[config.mk]
export PLATFORM = sky130hd
export DESIGN_NAME = cau_core
export DESIGN_NICKNAME = d
export VERILOG_FILES = /design/src/verilog/cau_pkg.sv /design/src/verilog/cau_sync.sv /design/src/verilog/cau_fifo.sv /design/src/verilog/cau_core.sv
export SDC_FILE = /design/constraint.sdc
export NUM_CORES = 1
export LEC_CHECK = 0
export BUFFER_PORTS_ARGS = -buffer_cell sky130_fd_sc_hd__buf_2
export CAP_MARGIN = 0
export CORE_MARGIN = 2
export CORE_UTILIZATION = 40
export CTS_CLUSTER_DIAMETER = 80
export DETAILED_ROUTE_END_ITERATION = 8
export SLEW_MARGIN = 20
export SYNTH_ARGS = -nofsm -noshare
export SYNTH_HDL_FRONTEND = slang
export SYNTH_SLANG_ARGS = --single-unit
[constraint.sdc]
create_clock -name clk -period 5.8 [get_ports clk]
set_input_delay 1.16 -clock clk [delete_from_list [all_inputs] [get_ports clk]]
set_output_delay 1.16 -clock clk [all_outputs]
set_load 0.05 [all_outputs]
[src/verilog/cau_pkg.sv]
// constants and types shared by the coax attachment unit core
package cau_pkg;

  localparam int CLK_PERIOD_NS = 10;
  localparam int BIT_CELL_NS = 100;
  localparam int BIT_CYCLES = BIT_CELL_NS / CLK_PERIOD_NS;

  localparam int TX_DROP_MAX_BITS = 2;
  localparam int RX_DROP_MAX_BITS = 5;
  localparam int PATH_DELAY_MAX_CYCLES = BIT_CYCLES / 2;

  // a gap of 1.6 bit cells without a transition means idle
  localparam int IDLE_TENTHS = 16;
  localparam logic [7:0] IDLE_CYCLES = 8'(BIT_CYCLES * IDLE_TENTHS / 10);
  localparam logic [1:0] START_EDGES = 2'h2;

  localparam int SQE_DELAY_MIN_NS = 600;
  localparam int SQE_DELAY_MAX_NS = 1600;
  localparam int SQE_DELAY_NS = 1000;
  localparam logic [7:0] SQE_DELAY_CYCLES = 8'(SQE_DELAY_NS / CLK_PERIOD_NS);
  localparam int SQE_HOLD_BITS = 10;
  localparam logic [7:0] SQE_HOLD_CYCLES = 8'(SQE_HOLD_BITS * BIT_CYCLES);
  localparam logic [7:0] SQE_END_CYCLES = 8'(SQE_DELAY_CYCLES + SQE_HOLD_CYCLES);
  localparam logic [2:0] TONE_HALF_CYCLES = 3'(BIT_CYCLES / 2);
  localparam int COLL_MAX_BITS = 9;

  localparam int JABBER_MIN_MS = 20;
  localparam int JABBER_MAX_MS = 150;
  localparam int JABBER_MS = 50;
  localparam int unsigned JABBER_CYCLES = JABBER_MS * (1000000 / CLK_PERIOD_NS);

  localparam int ISOLATE_MAX_MS = 20;
  localparam logic [3:0] ISOLATE_EDGES = 4'h8;

  localparam int FIFO_DEPTH = 8;
  localparam int SYNC_WIDTH = 4;

  typedef enum logic [0:0] {
    CAU_NORMAL = 1'b0,
    CAU_MONITOR = 1'b1
  } cau_mode_t;

  typedef enum logic [1:0] {
    TX_IDLE = 2'b00,
    TX_FRAME = 2'b01,
    TX_POST = 2'b10,
    TX_JAB = 2'b11
  } cau_tx_state_t;

endpackage : cau_pkg

[src/verilog/cau_sync.sv]
// two flip-flop synchroniser for pin inputs
`timescale 1ns/10ps
`default_nettype none
module cau_sync #(
  parameter int WIDTH = 4
) (
  input wire logic clk,
  input wire logic reset_n,
  input wire logic [WIDTH-1:0] async_in,
  output logic [WIDTH-1:0] sync_out
);
  typedef struct packed {
    logic [WIDTH-1:0] s1;
    logic [WIDTH-1:0] s2;
  } cau_sync_st_t;

  cau_sync_st_t q;
  cau_sync_st_t d;

  // first stage feeds the second stage only
  always_comb begin
    d = q;
    d.s1 = async_in;
    d.s2 = q.s1;
  end

  always_ff @(posedge clk) begin
    if (!reset_n) begin
      q <= '0;
    end else begin
      q <= d;
    end
  end

  assign sync_out = q.s2;
endmodule : cau_sync
`default_nettype wire

[src/verilog/cau_fifo.sv]
// small sample fifo with flush, valid and ready on both sides
`timescale 1ns/10ps
`default_nettype none
module cau_fifo #(
  parameter int WIDTH = 1,
  parameter int DEPTH = 8
) (
  input wire logic clk,
  input wire logic reset_n,
  input wire logic flush,
  input wire logic in_valid,
  output logic in_ready,
  input wire logic [WIDTH-1:0] in_data,
  output logic out_valid,
  input wire logic out_ready,
  output logic [WIDTH-1:0] out_data
);
  localparam int AW = (DEPTH > 1) ? $clog2(DEPTH) : 1;

  typedef struct packed {
    logic [DEPTH-1:0][WIDTH-1:0] mem;
    logic [AW-1:0] wr;
    logic [AW-1:0] rd;
    logic [AW:0] cnt;
  } cau_fifo_st_t;

  cau_fifo_st_t q;
  cau_fifo_st_t d;
  logic push;
  logic pop;

  function automatic logic [AW-1:0] next_ptr(input logic [AW-1:0] p);
    next_ptr = (p == AW'(DEPTH - 1)) ? '0 : p + 1'b1;
  endfunction : next_ptr

  assign in_ready = (q.cnt != (AW + 1)'(DEPTH));
  assign out_valid = (q.cnt != '0);
  assign out_data = q.mem[q.rd];
  assign push = in_valid && in_ready;
  assign pop = out_valid && out_ready;

  always_comb begin
    d = q;
    if (flush) begin
      d.wr = '0;
      d.rd = '0;
      d.cnt = '0;
    end else begin
      if (push) begin
        d.mem[q.wr] = in_data;
        d.wr = next_ptr(q.wr);
      end
      if (pop) begin
        d.rd = next_ptr(q.rd);
      end
      case ({push, pop})
        2'b10: d.cnt = q.cnt + 1'b1;
        2'b01: d.cnt = q.cnt - 1'b1;
        default: d.cnt = q.cnt;
      endcase
    end
  end

  always_ff @(posedge clk) begin
    if (!reset_n) begin
      q <= '0;
    end else begin
      q <= d;
    end
  end
endmodule : cau_fifo
`default_nettype wire

[src/verilog/cau_core.sv]
// coax attachment unit core: transmit, receive, collision, monitor and jabber
// Contract
// - drop at most two bit cells at start
// - only first transmitted bit may be bad
// - transmit delay at most half bit cell
// - transmit path never inverts polarity
// - threshold of transitions before transmitting
// - post-frame indication 0.6-1.6us, 10 bits
// - drop at most five bit cells receiving
// - only first received bit may be bad
// - receive delay half bit, no inversion
// - normal mode passes both directions
// - monitor mode silences transmitter only
// - report concurrent transmissions as collision
// - jabber cuts overlong transmissions
// - collision tone within nine bit times
// - no indication with single transmitter
// - jabber window 20 to 150 ms
// - isolate request disables transmitter quickly
`timescale 1ns/10ps
`default_nettype none
module cau_core
  import cau_pkg::*;
#(
  parameter int unsigned JABBER_LIMIT = JABBER_CYCLES
) (
  input wire logic clk,
  input wire logic reset_n,
  input wire logic transmit_data_pair,
  input wire logic control_out_pair,
  input wire logic medium_rx_in,
  input wire logic medium_collision_level,
  output logic medium_tx_out,
  output logic medium_tx_oe_n,
  output logic receive_data_pair,
  output logic collision_indication_pair,
  output logic monitor_mode,
  output logic jabber_active
);

  typedef struct packed {
    cau_mode_t mode;
    cau_tx_state_t tx_st;
    logic tx_prev;
    logic [1:0] tx_edges;
    logic [7:0] tx_gap;
    logic [7:0] post_cnt;
    logic [31:0] jab_cnt;
    logic co_prev;
    logic [7:0] co_gap;
    logic [3:0] co_edges;
    logic rx_prev;
    logic [7:0] rx_gap;
    logic rx_on;
    logic [2:0] tone_cnt;
    logic tone;
    logic tx_out;
    logic tx_oe_n;
    logic rx_out;
    logic ci_out;
    logic jabber;
  } cau_core_st_t;

  localparam cau_core_st_t RESET_ST = '{
    mode: CAU_NORMAL, tx_st: TX_IDLE, tx_oe_n: 1'b1, default: '0};

  cau_core_st_t q;
  cau_core_st_t d;
  logic [SYNC_WIDTH-1:0] pins_sync;
  logic tx_sync;
  logic co_sync;
  logic rx_sync;
  logic coll_sync;
  logic fifo_flush;
  logic fifo_in_valid;
  logic fifo_in_ready;
  logic fifo_out_valid;
  logic fifo_out_ready;
  logic fifo_out_data;
  logic tx_edge;
  logic co_edge;
  logic rx_edge;
  logic post_sqe;
  logic sqe_req;

  function automatic logic [7:0] sat_inc(input logic [7:0] v);
    sat_inc = (v == 8'hFF) ? v : v + 8'h01;
  endfunction : sat_inc

  cau_sync #(
    .WIDTH(SYNC_WIDTH)
  ) u_sync (
    .clk(clk),
    .reset_n(reset_n),
    .async_in({medium_collision_level, medium_rx_in, control_out_pair, transmit_data_pair}),
    .sync_out(pins_sync)
  );

  assign tx_sync = pins_sync[0];
  assign co_sync = pins_sync[1];
  assign rx_sync = pins_sync[2];
  assign coll_sync = pins_sync[3];

  assign tx_edge = tx_sync ^ q.tx_prev;
  assign co_edge = co_sync ^ q.co_prev;
  assign rx_edge = rx_sync ^ q.rx_prev;

  // flush at frame start so a backlog left from an earlier frame never adds latency
  assign fifo_flush = (q.tx_st == TX_IDLE) && (d.tx_st == TX_FRAME);
  assign fifo_in_valid = (q.tx_st == TX_FRAME);
  // drain stalls in monitor mode; fill side then backs up and jabber timing pauses
  assign fifo_out_ready = (q.tx_st == TX_FRAME) && (q.mode == CAU_NORMAL);

  cau_fifo #(
    .WIDTH(1),
    .DEPTH(FIFO_DEPTH)
  ) u_fifo (
    .clk(clk),
    .reset_n(reset_n),
    .flush(fifo_flush),
    .in_valid(fifo_in_valid),
    .in_ready(fifo_in_ready),
    .in_data(tx_sync),
    .out_valid(fifo_out_valid),
    .out_ready(fifo_out_ready),
    .out_data(fifo_out_data)
  );

  assign post_sqe = (q.tx_st == TX_POST) && (q.post_cnt >= SQE_DELAY_CYCLES)
                    && (q.post_cnt < SQE_END_CYCLES);
  // the level comparator trips only at two or more drivers' dc average
  assign sqe_req = coll_sync || post_sqe || q.jabber;

  always_comb begin
    d = q;
    d.tx_prev = tx_sync;
    d.co_prev = co_sync;
    d.rx_prev = rx_sync;

    // mode register driven by the control pair messages
    d.co_gap = co_edge ? 8'h00 : sat_inc(q.co_gap);
    if (co_edge) begin
      if (q.co_edges != ISOLATE_EDGES) begin
        d.co_edges = q.co_edges + 4'h1;
      end
    end else if (q.co_gap >= IDLE_CYCLES) begin
      d.co_edges = 4'h0;
    end
    if (co_edge && (q.co_edges == ISOLATE_EDGES - 4'h1)) begin
      d.mode = CAU_MONITOR;
    end else if (!co_edge && (q.co_gap >= IDLE_CYCLES)) begin
      d.mode = CAU_NORMAL;
    end

    // transmit sequencer
    d.tx_gap = tx_edge ? 8'h00 : sat_inc(q.tx_gap);
    case (q.tx_st)
      TX_IDLE: begin
        d.jab_cnt = '0;
        d.post_cnt = 8'h00;
        if (tx_edge) begin
          d.tx_edges = q.tx_edges + 2'h1;
          // noise below the threshold never opens a frame
          if (q.tx_edges == START_EDGES - 2'h1) begin
            d.tx_st = TX_FRAME;
            d.tx_edges = 2'h0;
          end
        end else if (q.tx_gap >= IDLE_CYCLES) begin
          d.tx_edges = 2'h0;
        end
      end
      TX_FRAME: begin
        if (fifo_in_valid && fifo_in_ready) begin
          d.jab_cnt = q.jab_cnt + 32'h1;
        end
        if (q.jab_cnt >= 32'(JABBER_LIMIT)) begin
          d.tx_st = TX_JAB;
          d.jabber = 1'b1;
        end else if (!tx_edge && (q.tx_gap >= IDLE_CYCLES)) begin
          d.tx_st = TX_POST;
          d.post_cnt = IDLE_CYCLES;
        end
      end
      TX_POST: begin
        // new edges are ignored until the indication has finished
        d.post_cnt = sat_inc(q.post_cnt);
        if (q.post_cnt >= SQE_END_CYCLES - 8'h01) begin
          d.tx_st = TX_IDLE;
          d.tx_edges = 2'h0;
        end
      end
      TX_JAB: begin
        // only the isolate request clears a latched jabber
        if (q.mode == CAU_MONITOR) begin
          d.tx_st = TX_IDLE;
          d.jabber = 1'b0;
          d.tx_edges = 2'h0;
        end
      end
      default: begin
        d.tx_st = TX_IDLE;
      end
    endcase

    // transmit drive, gated by mode and jabber; no inversion
    if ((q.tx_st == TX_FRAME) && (q.mode == CAU_NORMAL) && fifo_out_valid) begin
      d.tx_out = fifo_out_data;
      d.tx_oe_n = 1'b0;
    end else begin
      d.tx_out = 1'b0;
      d.tx_oe_n = 1'b1;
    end

    // receive path runs in both modes; forwarding starts on the first edge
    d.rx_gap = rx_edge ? 8'h00 : sat_inc(q.rx_gap);
    if (rx_edge) begin
      d.rx_on = 1'b1;
    end else if (q.rx_gap >= IDLE_CYCLES) begin
      d.rx_on = 1'b0;
    end
    d.rx_out = (q.rx_on || rx_edge) ? rx_sync : 1'b0;

    // collision tone at the bit rate, idle level otherwise
    if (!sqe_req) begin
      d.tone_cnt = 3'h0;
      d.tone = 1'b0;
    end else if (q.tone_cnt == 3'h0) begin
      d.tone = !q.tone;
      d.tone_cnt = TONE_HALF_CYCLES - 3'h1;
    end else begin
      d.tone_cnt = q.tone_cnt - 3'h1;
    end
    d.ci_out = sqe_req ? d.tone : 1'b0;
  end

  always_ff @(posedge clk) begin
    if (!reset_n) begin
      q <= RESET_ST;
    end else begin
      q <= d;
    end
  end

  assign medium_tx_out = q.tx_out;
  assign medium_tx_oe_n = q.tx_oe_n;
  assign receive_data_pair = q.rx_out;
  assign collision_indication_pair = q.ci_out;
  assign monitor_mode = q.mode;
  assign jabber_active = q.jabber;
endmodule : cau_core
`default_nettype wire

; ---- Yosys cells after proc, flatten, opt, wreduce, memory -nomap -nowiden
; Cells that the tools add are included.
[word_totals]
reg_bits = 112
output_inout_bits = 6
[classes]
order_cmp = 10
eq_ne = 25
mux = 41
add_sub_neg = 12
bitwise_logic = 7
reduce_logical = 41
[ops]
columns = op, count
row1 = 32-bit case mux with 2 select lines, 1
row2 = "32-bit by 1-bit adder with 32-bit output, second input constant", 1
row3 = "8-bit by 1-bit adder with 8-bit output, second input constant", 4
row4 = "8-bit equality test, second input constant", 4
row5 = "32-bit by 23-bit greater-or-equal comparator with 1-bit output, second input constant", 1
row6 = 32-bit two-way mux, 1
row7 = "8-bit by 5-bit greater-or-equal comparator with 1-bit output, second input constant", 3
row8 = 8-bit two-way mux, 3
row9 = 8-bit case mux with 3 select lines, 1
row10 = 2-bit two-way mux, 11
row11 = 4-bit two-way mux, 3
row12 = "2-bit != test, second input constant", 6
row13 = 2-bit AND reduction, 6
row14 = 2-bit nonzero test, 6
row15 = 1-bit two-way mux, 11
row16 = 1-bit logical AND, 10
row17 = 3-bit two-way mux, 3
row18 = "4-bit by 1-bit adder with 4-bit output, second input constant", 2
row19 = 8-bit bitwise mux, 1
row20 = "2-bit by 1-bit equality test with 1-bit output, second input constant", 4
row21 = "8-bit by 7-bit greater-or-equal comparator with 1-bit output, second input constant", 1
row22 = "8-bit greater-or-equal comparator, second input constant", 1
row23 = "3-bit by 4-bit less-than comparator with 1-bit output, second input constant", 2
row24 = "8-bit less-than comparator, second input constant", 1
row25 = 29 further kinds, 49

; ---- Logic depth before layout (Yosys ltp)
; Gate-level depths: netlist (run 1).
[logic_depth]
depth_word = 10
ltp_mapped = 14
depth_no_buf = 12

; ---- Modules after synthesis
; A second synthesis (run 1) with hierarchy kept.
[hier_totals]
cells_unflattened = 662
hier_area_um2 = 5691.7
[by_module_without_submodules]
columns = module, cells_each, instances, area_per_inst_um2
row1 = cau_core, 535, 1, 4444.3
row2 = cau_fifo, 111, 1, 1037.2
row3 = cau_sync, 16, 1, 210.2

; ---- Least setup slack after synthesis (run 1)
; No wires, ideal clock.
[synth_timing]
path_type = reg-to-reg
startpoint = register q[84] (netlist name)
endpoint = register u_fifo.q[3] (netlist name)
period_less_slack_ns = 2.758
stages_incl_launch_ff = 15
arrival_ns = 2.686
required_ns = 5.727
path_slack_ns = 3.042
path_cell_list = dfxtp_1 > inv_1 > ha_1 > buf_2 > inv_2 > nor2_2 > inv_1 > buf_2 > ha_1 > ha_1 > a21o_1 > a21oi_1 > xnor2_1 > or3_1 > a21oi_1
[synth_between]
elab_chain_len = 6
word_cells_on_any_way = 21
classes_between = eq/ne (6) / mux (8) / reduce/logical (7)
[synth_rtl]
columns = item, line
row1 = from (decl), cau_core.sv:67  ; cau_core_st_t q;
row2 = from (signal assigned), cau_core.sv:238  ; q <= RESET_ST;
row3 = from (signal assigned), cau_core.sv:240  ; q <= d;
row4 = 2-bit two-way mux (on tied branches), "cau_core.sv:179, cau_core.sv:164"
row5 = 2-bit two-way mux (on tied branches), "cau_core.sv:176, cau_core.sv:161"
row6 = 2-bit case mux with 4 select lines, cau_core.sv:157  ; case (q.tx_st)
row7 = 2-bit by 1-bit equality test with 1-bit output, cau_core.sv:109  ; assign fifo_flush = (q.tx_st == TX_IDLE) && (d.tx_st == TX_FRAME);
row8 = 1-bit logical AND, cau_core.sv:109
row9 = 2-bit OR reduction (no line), n/a
row10 = to (signal assigned), cau_fifo.sv:66  ; q <= '0;
row11 = to (signal assigned), cau_fifo.sv:68  ; q <= d;
row12 = to (decl), cau_fifo.sv:27  ; cau_fifo_st_t q;
; Several ways; a longest one is shown, not always the timed one.
; A chain may end at the register's enable or synchronous reset.

; ---- Worst setup path after layout (run 1)
; Ends and elaborated chain as after synthesis.

==> results of run 1 <==
## layout make-up
class                   count  area [um2]
multi-input cells         472        3030
flip-flops and latches    112        2240
clock inverters             6        81.3
inverters                  37         139
clock buffers              10         239
repair buffers             13        70.1
fillers                  1323        7320
well taps                 176         220
## flip-flops by register name, summed over array words and instances (netlist names)
signal	cells
u_sync.d	4
medium_tx_oe_n	1
receive_data_pair	1
q	80
medium_tx_out	1
u_sync.sync_out	4
monitor_mode	1
jabber_active	1
u_fifo.q	18
collision_indication_pair	1
## synth_stat cells (all sizes together), types with 2 or more instances
cell type | instances | area share
o311ai | 5 | 0.0080
dfxtp | 112 | 0.41
nor4 | 12 | 0.016
mux4 | 2 | 0.0082
nor4b | 5 | 0.0091
nor3 | 23 | 0.022
a31oi | 13 | 0.015
and3 | 7 | 0.0080
o21ai | 26 | 0.024
and2 | 13 | 0.015
nand2b | 2 | 0.0023
a2111oi | 3 | 0.0082
a21oi | 31 | 0.028
o31ai | 6 | 0.0082
or2 | 5 | 0.0057
nor2 | 74 | 0.051
o2111ai | 7 | 0.012
xor2 | 9 | 0.014
nand2 | 55 | 0.038
a21o | 4 | 0.0055
clkbuf | 15 | 0.010
nor3b | 10 | 0.014
mux2 | 2 | 0.0041
nand3b | 5 | 0.0068
mux2i | 16 | 0.029
nand3 | 35 | 0.033
inv | 37 | 0.025
xnor2 | 15 | 0.024
buf | 4 | 0.0034
o211ai | 7 | 0.0096
ha | 25 | 0.057
or3 | 9 | 0.010
and4 | 3 | 0.0050
or4b | 2 | 0.0043
nand4 | 17 | 0.019
o41ai | 8 | 0.013
a211oi | 3 | 0.0041
## logic make-up (layout without fill, tap and decap cells)
kind of cell               count (synthesis)  count (layout)
and+or+nand+nor                          279             279
AOI/OAI and AO/OA                        123             123
DFF                                      112             112
buffers and inverters                     56              66
adders and majority gates                 26              26
xor gates and xnor gates                  24              24
muxes                                     20              20
## placed cells by master (no fill, tap or decap), types with 8 or more instances in the layout
cell       count
dfxtp_1      112
xor2_1         9
ha_1          25
inv_1         36
a21oi_1       31
o41ai_1        8
clkbuf_16      9
nand3_1       34
o21ai_0       25
a31oi_1       13
xnor2_1       15
nand2_1       55
nor2_1        73
mux2i_1       16
or3_1          9
nor3b_1       10
nor3_1        22
buf_2         11
and2_1        13
nand4_1       17
nor4_1        11
## metrics by stage
step,cell area [um2],std cells
6_report,6030,826
5_1_grt,6030,826
4_1_cts,6030,826
3_5_place_dp,5710,810
3_3_place_gp,5710,810
2_1_floorplan,5490,640
## metal layers
layer	vias to the layer above	track usage
met5	-	0
met4	0	0.0503
met3	11	0.0324
met2	65	0.271
met1	2181	0.213
li1	2318	-
## power groups by stage
stage	clock [W]	combinational [W]	sequential, W
final	0.000662	0.000122	0.000800
after global routing	0.000706	0.000139	0.000803
after CTS	0.000682	0.000123	0.000800
after detailed placement	0	0.000123	0.000818
after global placement	0	0.000120	0.000817
after floorplan	0	0.0000946	0.000814
## how the worst max path moves through the flow
stage | startpoint | end | cells past startpoint
finish | q[84] | u_fifo.q[3] | 12
global route | q[84] | u_fifo.q[3] | 12
CTS | q[84] | u_fifo.q[3] | 12
detailed placement | q[84] | u_fifo.q[3] | 12
global placement | q[84] | u_fifo.q[3] | 12
floorplan | q[84] | u_fifo.q[3] | 14
## worst reg2reg max path, delay by kind of cell, from the launching register on
kind	cells	cell delay, ns
AND/OR/NAND/NOR	2	0.70
adder cells (fa/ha/maj)	3	0.98
XOR/XNOR	1	0.10
flip-flops	1	0.34
buffers and inverters	3	0.62
AO/OA/AOI/OAI	3	0.52
==> run metrics, run 1 <==
status completed; Sequential Power Share 0.505; Layout Utilization 0.451; # port buffers 11; simple-gate area share of the yosys netlist 0.262; CP startpoint kind flip-flop; Synth Cell Area 5490 um2; r2r startpoint q[84]; Hold Crit Endpoint q[6]; Crit-path slowest cell nor2_2; H-tree depth 3; Final min period 3.35 ns; Critical R2R Capture u_fifo.q[3]; initial antenna violation count 0; largest family of logic cells by synthesized area simple AND/OR/NAND/NOR gates; switching share of power 0.256; P&R area growth vs syn 9.75%; Clk Tree Root Cell clkbuf_16; Top delay family on crit path adder cells; syn nets 672; worst-path fanout max 16; fin. max-slew vios 0; wire length of the first global-routing pass 19800 um; WP buf/inv 3; DP Worst Slack 2.46 ns; register area share after synthesis 0.408; Psw 0.000406 W; CTS max path bufs 2; crit share post-route 0.577; gr usage total 0.163; M1 wire length 5510 um; 1st-iter DRT viols 402; die extent in y 121 um; row count 42; Initial Util 0.411; setup TNS 0 ns; Post-Synth XOR/XNOR Area 0.0383; die footprint 14700 um2; Power, Total 0.00158 W; Worst EP required 6.07 ns; final setup fails 0; Int Pwr 0.00118 W; post-cts hold buffer count 0; Ant. Diodes 0; Synth Area in Adders 0.0606; synth unique cells 62; Worst EP arrival 3.61 ns; Avg Vias per Cell 5.54; RSZ-0062 raised after global routing no; max cap viols 0; FFs w/ async S/R, synth 0; Post-synth top flop dfxtp_1; Comb power frac 0.077; worst slew pin tran 0.831 ns; postcts setup bufs 0; First-pass DRT Iterations 5; clock latency on the worst-skew pair 0.35 ns; met2 routed WL 5390 um; vias in the first global route 4312; maximum VDD drop 0.000138 V; P_leak 2.05 nW; DR vias 4575; WL/cell 13.8 um; gpl congestion 0.818; Post-DRT Antenna Nets 0; largest net degree at the start of global routing 59; Routed WL 11400 um; Yosys warnings 0; Fmax achieved 299 MHz; relative slew slack 0.441; worst hold slack 0.430 ns; Reg2Reg Depth 12; Hold Path Stages 1; critical hold path startpoint q[6]; Setup crit end kind flip-flop; CTS tree built; synthesized flop and latch total 112; post-route worst setup slack 2.45 ns; Post-CTS Resized 0; Final #Nets 677; synthesized area per cell 8.58 um2; Inserted Clock Buffers 9; Clock Skew 0.00715 ns; fraction of final layout cells with drive strength greater than 1 0.0785; Mapped Cells 640; flop2flop setup slack 2.45 ns; Die Width 121 um; DRC Markers 0; Met3 Wirelength 358 um; clock slew at reported path FFs 0.07 ns; number of synthesized flops with an enable pin 0; post-synthesis mux area share 0.0415; Clk pwr share 0.418; final hold vios 0; CP max stage delay 0.40 ns; Compound-Gate Fraction of Synth Area 0.151; clock sink total 112; CP cell instances inv_1 > ha_1 > inv_2 > nor2_2 > inv_1 > ha_1 > ha_1 > a21o_1 > a21oi_1 > xnor2_1 > or3_1 > a21oi_1; CP Class reg -> reg; Power Density 263 nW/um2; crit-path most repeated cell ha_1; top layer in use met4; worst hold path class reg -> reg; Final HPWL DP 7930 um; grt total ovfl 0; IO Pins 12; CORE AREA 13300 um2
(Power assumes the default switching activity.)
==> run 2: changes to the inputs <==
ABC_AREA = 1   (was unset)
clock period = 3.1 ns   (was 5.8 ns; I/O delays follow)
==> run 2 against run 1 <==
  * Power is 75% higher
  * Sequential power is 85% higher
  * Combinational power is 15% higher
  * Cell count is 35% higher
  * Synthesized cell count is 42% higher
  * Critical endpoint unchanged
  * Largest cell class unchanged
  * Largest power group unchanged
  * Highest routed layer unchanged
==> run metrics, run 2 <==
Fmax achieved 432 MHz; Routed WL 13300 um; Post-Synth XOR/XNOR Area 0.0153; Setup crit end kind flip-flop; Ant. Diodes 0; Clock Skew 0.0130 ns; Post-synth top flop dfxtp_1; DRC Markers 0; relative slew slack 0.702; First-pass DRT Iterations 5; max FFs per register 80; worst hold path class reg -> reg; top layer in use met4; dominant cell type by area after synthesis dfxtp_1; number of synthesized flops with an enable pin 0; worst hold slack 0.410 ns; Met3 Wirelength 349 um; largest family of logic cells by synthesized area simple AND/OR/NAND/NOR gates; setup TNS 0 ns; crit share post-route 0.747; worst-path fanout max 15; Final Instance Area 6730 um2; placed cell areas 6440 um2; largest net degree at the start of global routing 30; 1st-iter DRT viols 282; DR vias 5466; Worst EP arrival 2.55 ns; CP Class reg -> reg; wire length of the first global-routing pass 22800 um; Worst EP required 3.33 ns; synth unique cells 51; Inserted Clock Buffers 9; top cells by count, synth nand2_1, inv_1, nor2_1; Power Density 411 nW/um2; IO Pins 12; grt total ovfl 0; Layout fillers 1549; P&R area growth vs syn 8.64%; row count 45; Post-CTS Resized 0; flop2flop setup slack 0.78 ns; synthesized area per cell 6.80 um2; simple-gate area share of the yosys netlist 0.343; Reg2Reg Depth 11; post-synthesis mux area share 0; Hold Crit Endpoint q[6]; Final min period 2.32 ns; final hold vios 0; Die Width 128 um; CTS max path bufs 2; post-route worst setup slack 0.784 ns; # port buffers 11; CTS tree built; Hold Path Stages 1; DP Worst Slack 0.780 ns; Initial Util 0.409; post-cts hold buffer count 0; RSZ-0062 raised after global routing no; final setup fails 0; CP startpoint kind flip-flop; M1 wire length 6940 um; FFs w/ async S/R, synth 0; Clk Tree Root Cell clkbuf_16; Synth top area share 0.362; CORE AREA 15100 um2; Synth area leaders dfxtp_1, nand2_1, inv_1, nor2_1, ha_1; die extent in y 128 um; clock slew at reported path FFs 0.07 ns; die footprint 16500 um2; Yosys warnings 0; most numerous cell in the Yosys netlist nand2_1; max cap viols 0; critical hold path startpoint q[6]; clock latency on the worst-skew pair 0.35 ns; worst slew pin tran 0.446 ns; commonest non-fill, non-tap cell in the layout nand2_1; maximum VDD drop 0.000236 V; r2r startpoint q[83]; gpl congestion 0.841; clock sink total 112; Final #Nets 954; met2 routed WL 5730 um; fraction of final layout cells with drive strength greater than 1 0.0841; WL/cell 11.9 um; top flop regs q (80), u_fifo.q (18); Mapped Cells 911; postcts setup bufs 0; register area share after synthesis 0.362; Final HPWL DP 9690 um; Largest Register q; Avg Vias per Cell 4.90; Post-DRT Antenna Nets 0; fin. max-slew vios 0; H-tree depth 3; syn nets 943; Critical R2R Capture u_fifo.q[3]; most frequent cells in the layout nand2_1, inv_1, nor2_1, dfxtp_1, a21oi_1; initial antenna violation count 0; Compound-Gate Fraction of Synth Area 0.121; vias in the first global route 4954; synthesized flop and latch total 112; P_leak 2.64 nW; status completed; Synth Area in Adders 0.0537; Layout Utilization 0.444; gr usage total 0.168; Synth Cell Area 6200 um2
-- run 2: cell count changes after synthesis, moves of 13 or more --
cell     change
a21oi_1     +26
nand3_1     +21
nand2_1    +145
nor2_1      +44
and2_1      -13
mux2i_1     -16
nor3_1      +13
inv_1      +103
-- run 2: worst max-delay path, stage by stage (launching register included) --
cell and delay [ns]:
dfxtp_1 0.47, ha_1 0.21, buf_4 0.23, nand2_2 0.08, ha_1 0.24, ha_1 0.34
a21oi_1 0.16, nand2_1 0.08, a21oi_1 0.11, o21ai_0 0.11, xor2_1 0.14, nor2_1 0.05
-- run 2: worst max-delay path by stage --
stage               startpoint     endpoint  slack [ns]  cells past startpoint
floorplan                q[84]  u_fifo.q[3]        0.76                     13
global placement         q[83]  u_fifo.q[3]        0.83                     11
detailed placement       q[83]  u_fifo.q[3]        0.78                     11
CTS                      q[83]  u_fifo.q[3]        0.77                     11
global route             q[83]  u_fifo.q[3]        0.59                     11
finish                   q[83]  u_fifo.q[3]        0.78                     11
-- run 2: metal layers --
| metal | global-route usage | vias to the layer above |
|---|---|---|
| met3 | 0.0237 | 15 |
| met1 | 0.238 | 2428 |
| li1 | - | 2956 |
| met4 | 0.0621 | 0 |
| met2 | 0.261 | 67 |
| met5 | 0 | - |
-- run 2: layout make-up --
cell class | instances | area, um2 | share of cell area
Clock inverter | 5 | 40.0 | 0.00595
Sequential cell | 112 | 2240 | 0.333
Clock buffer | 11 | 253 | 0.0375
Timing Repair Buffer | 16 | 92.6 | 0.0138
Inverter | 149 | 563 | 0.0836
Tap cell | 188 | 235 | 0.0349
Multi-Input combinational cell | 634 | 3310 | 0.491
-- run 2: cell families (layout without fill, tap and decap cells) --
family	Yosys count	count (layout)
and+or+nand+nor	470	470
AOI/OAI and AO/OA	128	128
adders and majority gates	26	26
DFF	112	112
buffers and inverters	165	181
xor gates and xnor gates	10	10
-- run 2: where the power goes --
group | total, W | switching [W] | internal (W)
clock network | 0.00115 | 0.000553 | 0.000596
logic | 0.000140 | 0.0000974 | 0.0000425
registers | 0.00148 | 0.0000159 | 0.00146
total | 0.00277 | 0.000666 | 0.00210
-- run 2: stage by stage --
stage,std cells,total power (W)
floorplan,911,0.00161
global placement,1099,0.00165
detailed placement,1099,0.00165
CTS,1115,0.00281
global route,1115,0.00288
finish,1115,0.00277
==> run 3: changes to the inputs <==
clock period = 1.95 ns   (was 3.1 ns; I/O delays follow)
==> run 3 against run 2 <==
  * Design area up 3.1%
  * Die area unchanged
  * Routed wire length down 0.75%
  * Register-to-register slack worse by 0.69 ns
  * Sequential power up 59%
  * First-iteration DRC count up 1.4%
  * Hold slack worse by 0.20 ns
  * Cell count up 1.5%
  * Highest routed layer unchanged
  * Core utilization up 1.4 points
  * Worst setup slack worse by 0.69 ns
==> run metrics, run 3 (synthesis results as in run 2) <==
wire length of the first global-routing pass 22600 um; crit share post-route 0.952; die extent in y 128 um; max FFs per register 80; final hold vios 0; Worst EP arrival 2.09 ns; status completed; 1st-iter DRT viols 286; DP Worst Slack 0.0651 ns; largest net degree at the start of global routing 20; Clock Skew 0.0121 ns; final setup fails 0; DR vias 5491; placed cell areas 6620 um2; gpl congestion 0.836; CP cell instances inv_2 > ha_4 > and3_4 > ha_4 > ha_4 > a21oi_2 > nand2_1 > a21oi_1 > o21ai_1 > xor2_1 > nor2_1; Layout fillers 1543; commonest non-fill, non-tap cell in the layout nand2_1; Die Width 128 um; Final Instance Area 6940 um2; CORE AREA 15100 um2; Inserted Clock Buffers 9; worst slew pin tran 0.494 ns; First-pass DRT Iterations 5; Clk pwr share 0.424; most frequent cells in the layout nand2_1, inv_1, nor2_1, dfxtp_1, a21oi_1; Initial Util 0.409; Worst EP required 2.19 ns; max cap viols 0; Avg Vias per Cell 4.85; Power, Total 0.00449 W; CP max stage delay 0.34 ns; clock sink total 112; Sequential Power Share 0.523; Post-DRT Antenna Nets 0; clock slew at reported path FFs 0.08 ns; row count 45; DRC Markers 0; WP buf/inv 1; gr usage total 0.168; maximum VDD drop 0.000422 V; # port buffers 11; worst hold slack 0.206 ns; Final #Nets 972; Final min period 1.86 ns; IO Pins 12; P&R area growth vs syn 12.0%; Fmax achieved 539 MHz; Largest Register q; clock latency on the worst-skew pair 0.36 ns; Int Pwr 0.00341 W; Layout Utilization 0.458; H-tree depth 3; top flop regs q (80), u_fifo.q (18); Top delay family on crit path adder cells; Crit-path slowest cell dfxtp_2; post-route worst setup slack 0.0945 ns; CTS tree built; worst hold path class in -> reg; switching share of power 0.240; RSZ-0062 raised after global routing no; Routed WL 13200 um; Clk Tree Root Cell clkbuf_16; Final HPWL DP 9880 um; Ant. Diodes 0; fin. max-slew vios 0; CP startpoint kind flip-flop; Setup crit end kind flip-flop; post-cts hold buffer count 0; P_leak 2.73 nW; grt total ovfl 0; vias in the first global route 4964; CTS max path bufs 2; fraction of final layout cells with drive strength greater than 1 0.114; Comb power frac 0.053; Power Density 647 nW/um2; WL/cell 11.6 um; die footprint 16500 um2; initial antenna violation count 0; crit-path most repeated cell ha_4; CP Class reg -> reg; relative slew slack 0.668; postcts setup bufs 0; worst-path fanout max 5; Psw 0.00108 W
-- run 3: timing repair --
item,CTS,global route
gates resized for setup,0,6
hold endpoints to repair,0,0
setup endpoints to repair,0,4
-- run 3: cell type report --
type	instances	area, um2	share of cell area
multi-input cells	634	3370	0.485
flip-flops and latches	112	2250	0.324
inverters	149	563	0.0811
well taps	188	235	0.0339
repair buffers	34	228	0.0328
clock buffers	9	225	0.0324
clock inverters	6	73.8	0.0106
-- run 3: routing by layer --
metal / GRT usage / vias up / routed length, um
li1: - / 2984 / -
met1: 0.231 / 2435 / 6840
met2: 0.263 / 64 / 5750
met3: 0.0403 / 8 / 441
met4: 0.0465 / 0 / 129
met5: 0 / - / 0
-- run 3: final timing paths --
kind                                             start                  to  slack (ns)  cells past startpoint
worst max register to register                   q[84]         u_fifo.q[3]        0.09                     11
worst min register to register             u_sync.d[1]  u_sync.sync_out[1]        0.41                      2
worst max-delay path                             q[84]         u_fifo.q[3]        0.09                     11
worst min-delay path            medium_collision_level         u_sync.d[3]        0.21                      3
-- run 3: power by group through the flow --
stage               sequential [W]  combinational, W  clock [W]
floorplan                  0.00240          0.000166          0
global placement           0.00240          0.000242          0
detailed placement         0.00240          0.000243          0
CTS                        0.00235          0.000242    0.00198
global route               0.00235          0.000280    0.00205
finish                     0.00235          0.000240    0.00190
-- run 3: through the flow --
step | TNS (ns) | std cells
after global routing | 0 | 1132
after floorplan | -0.0925 | 911
after global placement | 0 | 1117
after CTS | 0 | 1132
final | 0 | 1132
after detailed placement | 0 | 1117
-- run 3: worst register-to-register path: stages, from the launching register on --
cell and delay (ns):
dfxtp_2 0.34, inv_2 0.06, ha_4 0.16, and3_4 0.15, ha_4 0.18, ha_4 0.25, a21oi_2 0.11, nand2_1 0.07
a21oi_1 0.12, o21ai_1 0.08, xor2_1 0.15, nor2_1 0.06
